[config.mk]
export PLATFORM = sky130hd
export DESIGN_NAME = nbhost_master
export DESIGN_NICKNAME = d
export VERILOG_FILES = /design/src/nbhost_pkg.sv /design/src/nbhost_master.sv
export SDC_FILE = /design/constraint.sdc
export NUM_CORES = 1
export LEC_CHECK = 0
export BUFFER_PORTS_ARGS = -buffer_cell sky130_fd_sc_hd__buf_2
export CORE_UTILIZATION = 25
export CTS_BUF_LIST = sky130_fd_sc_hd__clkbuf_8
export CTS_CLUSTER_SIZE = 12
export DETAILED_ROUTE_END_ITERATION = 12
export PLACE_DENSITY = 0.45
export RECOVER_POWER = 100
export SYNTH_ARGS = -nofsm -noshare
export SYNTH_HDL_FRONTEND = slang
export SYNTH_SLANG_ARGS = --single-unit
[constraint.sdc]
create_clock -name clk -period 2.7 [get_ports clk]
set_input_delay 0.27 -clock clk [delete_from_list [all_inputs] [get_ports clk]]
set_output_delay 0.27 -clock clk [all_outputs]
set_load 0.005 [all_outputs]
[src/nbhost_pkg.sv]
`default_nettype none
package nbhost_pkg;
  localparam logic [3:0] START_READ = 4'hD;
  localparam logic [3:0] START_WRITE = 4'hE;
  localparam logic [3:0] SIZE_ONE_BYTE = 4'h0;
  localparam logic [3:0] ALL_ONES = 4'hF;
  localparam logic [3:0] SYNC_READY = 4'h0;
  localparam logic [3:0] ABORT_CODE = 4'hF;
  localparam int ADDR_NIBBLES = 7;
  localparam int ARRAY_SEL_BIT = 22;
  localparam logic [7:0] RESET_DATA = 8'h00;
  // wait for a sync before giving up, in clocks
  localparam logic [3:0] SYNC_WAIT_MAX = 4'h8;

  typedef struct packed {
    logic write;
    logic [3:0] dev_id;
    logic [27:0] addr;
    logic [7:0] data;
  } nbhost_req_t;

  typedef struct packed {
    logic [7:0] data;
    logic ok;
  } nbhost_rsp_t;

  typedef struct packed {
    logic frame_n;
    logic [3:0] nib_o;
    logic nib_oe;
  } nbhost_pins_t;
endpackage
`default_nettype wire

[src/nbhost_master.sv]
`timescale 1ns/100ps
`default_nettype none
module nbhost_master (
  input wire logic clk,
  input wire logic rst,
  input wire logic req_valid,
  input wire nbhost_pkg::nbhost_req_t req,
  output logic req_ready,
  input wire logic abort_req,
  output logic rsp_valid,
  output var nbhost_pkg::nbhost_rsp_t rsp,
  output var nbhost_pkg::nbhost_pins_t pins,
  input wire logic [3:0] nibble_lines_in
);
  import nbhost_pkg::*;

  typedef enum logic [9:0] {
    S_IDLE = 10'b0000000001,
    S_START = 10'b0000000010,
    S_SEL = 10'b0000000100,
    S_ADDR = 10'b0000001000,
    S_SIZE = 10'b0000010000,
    S_WDATA = 10'b0000100000,
    S_TAR = 10'b0001000000,
    S_SYNC = 10'b0010000000,
    S_RDATA = 10'b0100000000,
    S_END = 10'b1000000000
  } nbhost_state_t;

  nbhost_state_t state, next_state;
  logic [3:0] cnt, next_cnt;
  nbhost_req_t cur, next_cur;
  nbhost_rsp_t next_rsp;
  logic next_rsp_valid;
  nbhost_pins_t next_pins;
  logic aborting, next_aborting;
  logic [3:0] sync_a, sync_b;

  // pick address nibble, most significant first
  function automatic logic [3:0] addr_nib(input logic [27:0] a, input logic [3:0] i);
    addr_nib = a[27 - 4 * i -: 4];
  endfunction

  ////////////////////////////////////////////////////////////////////////////
  // two-flop synchroniser for the returning nibble lines
  always_ff @(posedge clk or posedge rst) begin
    if (rst) begin
      sync_a <= 4'hF;
      sync_b <= 4'hF;
    end else begin
      sync_a <= nibble_lines_in;
      sync_b <= sync_a;
    end
  end

  ////////////////////////////////////////////////////////////////////////////
  // cycle sequencer
  always_comb begin
    next_state = state;
    next_cnt = cnt;
    next_cur = cur;
    next_rsp = rsp;
    next_rsp_valid = 1'b0;
    next_aborting = 1'b0;
    next_pins = '{frame_n: 1'b1, nib_o: ALL_ONES, nib_oe: 1'b1};
    req_ready = (state == S_IDLE) && !abort_req;
    case (state)
      S_IDLE: begin
        if (abort_req) begin
          // frame low terminates, with abort nibble in the same clock; caller waits for write end
          next_pins = '{frame_n: 1'b0, nib_o: ABORT_CODE, nib_oe: 1'b1};
          next_aborting = 1'b1;
          next_state = S_END;
        end else if (req_valid) begin
          next_cur = req;
          // frame low with start code in the first field
          next_pins.frame_n = 1'b0;
          next_pins.nib_o = req.write ? START_WRITE : START_READ;
          next_state = S_START;
        end
      end
      S_START: begin
        next_pins.nib_o = cur.dev_id;
        next_state = S_SEL;
        next_cnt = 4'h0;
      end
      S_SEL, S_ADDR: begin
        next_pins.nib_o = addr_nib(cur.addr, cnt);
        next_cnt = cnt + 4'h1;
        next_state = (cnt == 4'(ADDR_NIBBLES - 1)) ? S_SIZE : S_ADDR;
      end
      S_SIZE: begin
        // one field per clock, fixed order; single byte only
        next_pins.nib_o = SIZE_ONE_BYTE;
        next_cnt = 4'h0;
        next_state = cur.write ? S_WDATA : S_TAR;
      end
      S_WDATA: begin
        if (cnt == 4'h0) begin
          next_pins.nib_o = cur.data[3:0];
          next_state = S_WDATA;
          next_cnt = 4'h1;
        end else begin
          next_pins.nib_o = cur.data[7:4];
          next_state = S_TAR;
          next_cnt = 4'h0;
        end
      end
      S_TAR: begin
        // drive ones one clock, then float for the target from the next state
        next_pins.nib_o = ALL_ONES;
        next_pins.nib_oe = 1'b1;
        next_cnt = 4'h0;
        next_state = S_SYNC;
      end
      S_SYNC: begin
        next_pins.nib_oe = 1'b0;
        next_cnt = cnt + 4'h1;
        // sampled two clocks late through the synchroniser
        if (cnt >= 4'h2 && sync_b == SYNC_READY) begin
          next_cnt = 4'h0;
          next_state = cur.write ? S_END : S_RDATA;
          next_rsp = '{data: RESET_DATA, ok: 1'b1};
          next_rsp_valid = cur.write;
        end else if (cnt == SYNC_WAIT_MAX) begin
          next_rsp = '{data: RESET_DATA, ok: 1'b0};
          next_rsp_valid = 1'b1;
          next_state = S_END;
        end
      end
      S_RDATA: begin
        next_pins.nib_oe = 1'b0;
        next_cnt = cnt + 4'h1;
        if (cnt == 4'h0) begin
          next_rsp.data[3:0] = sync_b;
        end else begin
          next_rsp.data[7:4] = sync_b;
          next_rsp_valid = 1'b1;
          next_state = S_END;
        end
      end
      S_END: begin
        // release unless aborting, let target drive its closing ones, then retake lines
        next_pins.nib_oe = aborting;
        next_pins.frame_n = 1'b1;
        next_state = S_IDLE;
      end
      default: begin
        next_state = S_IDLE;
      end
    endcase
  end

  always_ff @(posedge clk or posedge rst) begin
    if (rst) begin
      state <= S_IDLE;
      cnt <= 4'h0;
      cur <= '0;
      rsp <= '0;
      rsp_valid <= 1'b0;
      aborting <= 1'b0;
      pins <= '{frame_n: 1'b1, nib_o: 4'hF, nib_oe: 1'b0};
    end else begin
      state <= next_state;
      cnt <= next_cnt;
      cur <= next_cur;
      rsp <= next_rsp;
      rsp_valid <= next_rsp_valid;
      aborting <= next_aborting;
      pins <= next_pins;
    end
  end

  ////////////////////////////////////////////////////////////////////////////
  // checks
  a_start_frame_low: assert property (@(posedge clk) disable iff (rst)
    (state == S_START) |-> (pins.frame_n == 1'b0 && pins.nib_oe))
    else $error("start field without frame low");
  a_size_one_byte: assert property (@(posedge clk) disable iff (rst)
    (state == S_SIZE) |=> (pins.nib_o == SIZE_ONE_BYTE))
    else $error("size field not one byte");
  a_turnaround_ones: assert property (@(posedge clk) disable iff (rst)
    (state == S_TAR) |=> (pins.nib_o == ALL_ONES && pins.nib_oe) ##1 !pins.nib_oe)
    else $error("turnaround not ones then float");
  a_addr_length: assert property (@(posedge clk) disable iff (rst)
    $rose(state == S_SEL) |-> ##7 (state == S_SIZE))
    else $error("address not seven nibbles");
  a_write_data_order: assert property (@(posedge clk) disable iff (rst)
    (state == S_WDATA && cnt == 4'h1) |-> (pins.nib_o == cur.data[3:0]))
    else $error("write low nibble wrong");
  a_float_for_target: assert property (@(posedge clk) disable iff (rst)
    ((state == S_SYNC && cnt != 4'h0) || state == S_RDATA) |-> !pins.nib_oe)
    else $error("host drives while target owns lines");
  a_frame_high_later: assert property (@(posedge clk) disable iff (rst)
    (state == S_SEL) |-> pins.frame_n)
    else $error("frame low beyond start field");
  a_abort_ones: assert property (@(posedge clk) disable iff (rst)
    (state == S_END && aborting) |-> (pins.nib_o == ABORT_CODE && !pins.frame_n))
    else $error("abort nibble missing");
endmodule // nbhost_master
`default_nettype wire

==> parameters.txt <==
Parameter                              Value

Synthesis
  Number of different library cells in the post-synthesis netlist    48
  Synth Net Count    347
  Ranking of synthesized cells by area    sky130_fd_sc_hd__dfrtp_1 43%, sky130_fd_sc_hd__mux2_4 15%, sky130_fd_sc_hd__dfstp_2 9.6%, sky130_fd_sc_hd__mux2i_1 4.2%, sky130_fd_sc_hd__mux4_2 2.4%
  Gate count after technology mapping    295
  Library cell occupying the most area in the post-synthesis netlist    sky130_fd_sc_hd__dfrtp_1
  Synth Warn #    0
  Number of flops mapped to enable cells by yosys    0
  Portion of the post-synthesis area used by sequential elements    52.8%
  Proportion of register bits with asynchronous set or reset after synthesis    100%
  Post-synth design cell area    3820 um^2
  Mean Syn Cell Area    13.0 um^2
  Most instantiated cells after synthesis    66 x sky130_fd_sc_hd__dfrtp_1, 39 x sky130_fd_sc_hd__mux2_4, 17 x sky130_fd_sc_hd__o21ai_0, 16 x sky130_fd_sc_hd__mux2i_1
  Portion of synthesized cell area occupied by the leading cell type    43.2%
  Main synth FF type    sky130_fd_sc_hd__dfrtp_1
  Number of storage elements in the synthesis netlist    80
  Count leader, synth    sky130_fd_sc_hd__dfrtp_1

STA
  Clock tree skew after final layout    0.0159 ns
  Pin slew with the least headroom to its limit    1.71 ns
  Setup slack of the critical path after layout    0.368 ns
  Number of max-slew violations in the final report    36
  Share of the clock period used by the worst path after layout    86.4%
  Final setup vio count    0
  Final sum of negative setup slack    0 ns
  Max-slew headroom at the worst pin    -14.3%
  Maximum operating frequency    429 MHz
  Post-layout minimum cycle time    2.33 ns
  Setup repair after global routing missed its margin    false
  Final-report hold violation count    0

Route
  Via density per instance    4.46
  Routed length on met2    3980 um
  Wire length per cell    15.1 um
  Iter 0 DRT Violations    82
  Count of TritonRoute iterations in the first routing pass    8
  Residual DRC    1
  Drt total wl    8430 um
  Total number of vias    2498
  Routed metal-1 wirelength    4060 um
  Highest metal used    met4
  Routed Antenna Nets    0
  Met3 wire length    288 um

CTS
  Clk Tree Root Cell    sky130_fd_sc_hd__clkbuf_8
  Number of buffers inserted during clock tree synthesis    9
  CTS clk-pin slew, worst paths    0.08 ns
  TritonCTS clock tree    done
  CTS Buffer Depth    2
  Clock sink count    80
  Number of gates resized after CTS    0
  Clk Latency, worst-skew pair    0.35 ns
  Maximum level of the CTS H-tree    3

Worst setup path
  Setup Crit Path Kind    flop to output pin
  Slack of the worst reg-to-reg path    0.39 ns
  Crit path largest cell delay    0.43 ns
  Endpoint required time on the critical path    2.43 ns
  Biggest fanout along the worst timing path    10
  Worst setup EP type    output pin
  Crit path max-delay cell type    sky130_fd_sc_hd__dfrtp_1
  Critical Path Start Type    flop
  WP data arrival    2.06 ns
  Ordered list of cells on the worst path    nor3_4, nand3_1, nor3b_4, buf_4, nor2b_1, clkbuf_2

Power and ir drop
  Static Leak    1.97 nW
  PD cells    887 nW/um^2
  Max VDD drop    0.000313 V

GRT
  GRT overflow    0
  Largest net degree at the start of global routing    38
  All-Layer GR Usage    11.3%
  Number of antenna violations at the first check in global routing    0
  First-pass GRT wire length    13700 um
  Vias in the first global route    2598

Cells and area
  Area growth syn-to-layout    15.6%
  Antenna diode instance count    0
  Fraction of layout cells with a size suffix above 1    28.7%
  Layout Nets    423

Placed design
  Weighted congestion reported at the end of routability-driven placement    0.803
  Half-perimeter wire length after detailed placement    6170 um
  Worst setup timing slack at the placement stage    0.502 ns
  Number of input and output port buffers inserted    65

Floorplan
  Initial core utilization    25.9%
  Placeable core region    14800 um^2
  Die width    126 um
  Std-Cell Rows    44
  Area enclosed by the die boundary    15800 um^2
  Die Y-Extent    126 um
  I/O Pins    66

Run status
  Violations in the final reports    DRC, capacitance limit, slew limit
  Result of the run    complete, but fails checks

Hold path
  Worst Hold Class    input pin to flop

Flow run
  Total of max-cap violations    1
-- state kept, by name (all words and copies together), names as in the netlist --
name / flops
pins: 6
cur: 41
aborting: 1
sync_a: 4
sync_b: 4
cnt: 4
state: 10
rsp_valid: 1
rsp: 9
-- what timing repair did --
| item | in CTS | in global routing |
|---|---|---|
| endpoints found under the hold margin | 2 | 1 |
| endpoints found under the setup margin | 0 | 0 |
| hold buffers | 2 | 1 |
| buffers inserted | 0 | 0 |
-- cell type report --
class | instances | area (um^2)
inverters | 15 | 57.6
flip-flops and latches | 80 | 2020
repair buffers | 78 | 408
clock buffers | 10 | 138
fillers | 1559 | 10300
well taps | 184 | 230
multi-input cells | 187 | 1510
clock inverters | 6 | 61.3
-- stage by stage --
| stage | hold slack (ns) | utilization [%] | total power [mW] | std cells | area (um^2) |
|---|---|---|---|---|---|
| 2_1_floorplan | 0.274 | - | 2.97 | 295 | 3820 |
| 3_3_place_gp | 0.347 | 29.7 | 3.37 | 541 | 4390 |
| 3_5_place_dp | 0.347 | 29.7 | 3.39 | 541 | 4390 |
| 4_1_cts | 0.00460 | 31.2 | 4.30 | 559 | 4610 |
| 5_1_grt | 0.00354 | 30.0 | 4.19 | 560 | 4420 |
| 6_report | 0.0348 | 30.0 | 3.92 | 560 | 4420 |
-- metal layers --
layer	vias to the layer above	GRT usage, %
met3	7	2.63
met1	1204	14.8
li1	1221	-
met2	66	18.0
met5	-	0
met4	0	4.23
-- cells in the final DEF (no fill, tap or decap), types with 5 or more instances in the layout --
cell                       count
sky130_fd_sc_hd__mux2i_1      16
sky130_fd_sc_hd__buf_4         6
sky130_fd_sc_hd__nand4_1       7
sky130_fd_sc_hd__a21o_1        5
sky130_fd_sc_hd__dfrtp_1      66
sky130_fd_sc_hd__a21oi_1       9
sky130_fd_sc_hd__nor2_1       13
sky130_fd_sc_hd__buf_2        57
sky130_fd_sc_hd__nor3_1        7
sky130_fd_sc_hd__nand3_1       7
sky130_fd_sc_hd__inv_1        15
sky130_fd_sc_hd__nand2_1      16
sky130_fd_sc_hd__mux2_1       38
sky130_fd_sc_hd__clkbuf_1      9
sky130_fd_sc_hd__dfstp_2      14
sky130_fd_sc_hd__o21ai_0      17
sky130_fd_sc_hd__clkbuf_8     10
-- report_power, final --
group | leakage, nW | internal (mW) | switching (mW) | total [mW]
clock network | 0.107 | 0.449 | 0.434 | 0.883
logic | 0.891 | 0.613 | 0.589 | 1.20
registers | 0.974 | 1.61 | 0.232 | 1.84
-- final timing paths --
| check | from | to | depth (start not counted) |
|---|---|---|---|
| worst min-delay path | nibble_lines_in[1] | sync_a[1] | 1 |
| worst min register to register | sync_a[0] | sync_b[0] | 0 |
| max in group asynchronous | rst | rsp[8] | 3 |
| worst max register to register | cnt[1] | rsp[5] | 6 |
| min in group asynchronous | rst | cnt[1] | 2 |
| worst max-delay path | state[9] | req_ready | 6 |
-- kinds of logic after synthesis --
| logic type | count (synthesis) | share of synthesized area [%] |
|---|---|---|
| DFF | 80 | 52.8 |
| and+or+nand+nor | 68 | 9.85 |
| muxes | 63 | 23.0 |
| AOI/OAI and AO/OA | 51 | 9.29 |
| buffers and inverters | 28 | 3.57 |
| adders and majority gates | 3 | 0.982 |
| xor gates and xnor gates | 2 | 0.458 |
-- critical path: cells and delay by family, from the launching register on --
| kind | cells | cell delay, ns |
|---|---|---|
| and+or+nand+nor | 4 | 0.98 |
| DFF | 1 | 0.43 |
| buffers and inverters | 2 | 0.31 |
Power figures use the tool's default switching activity.
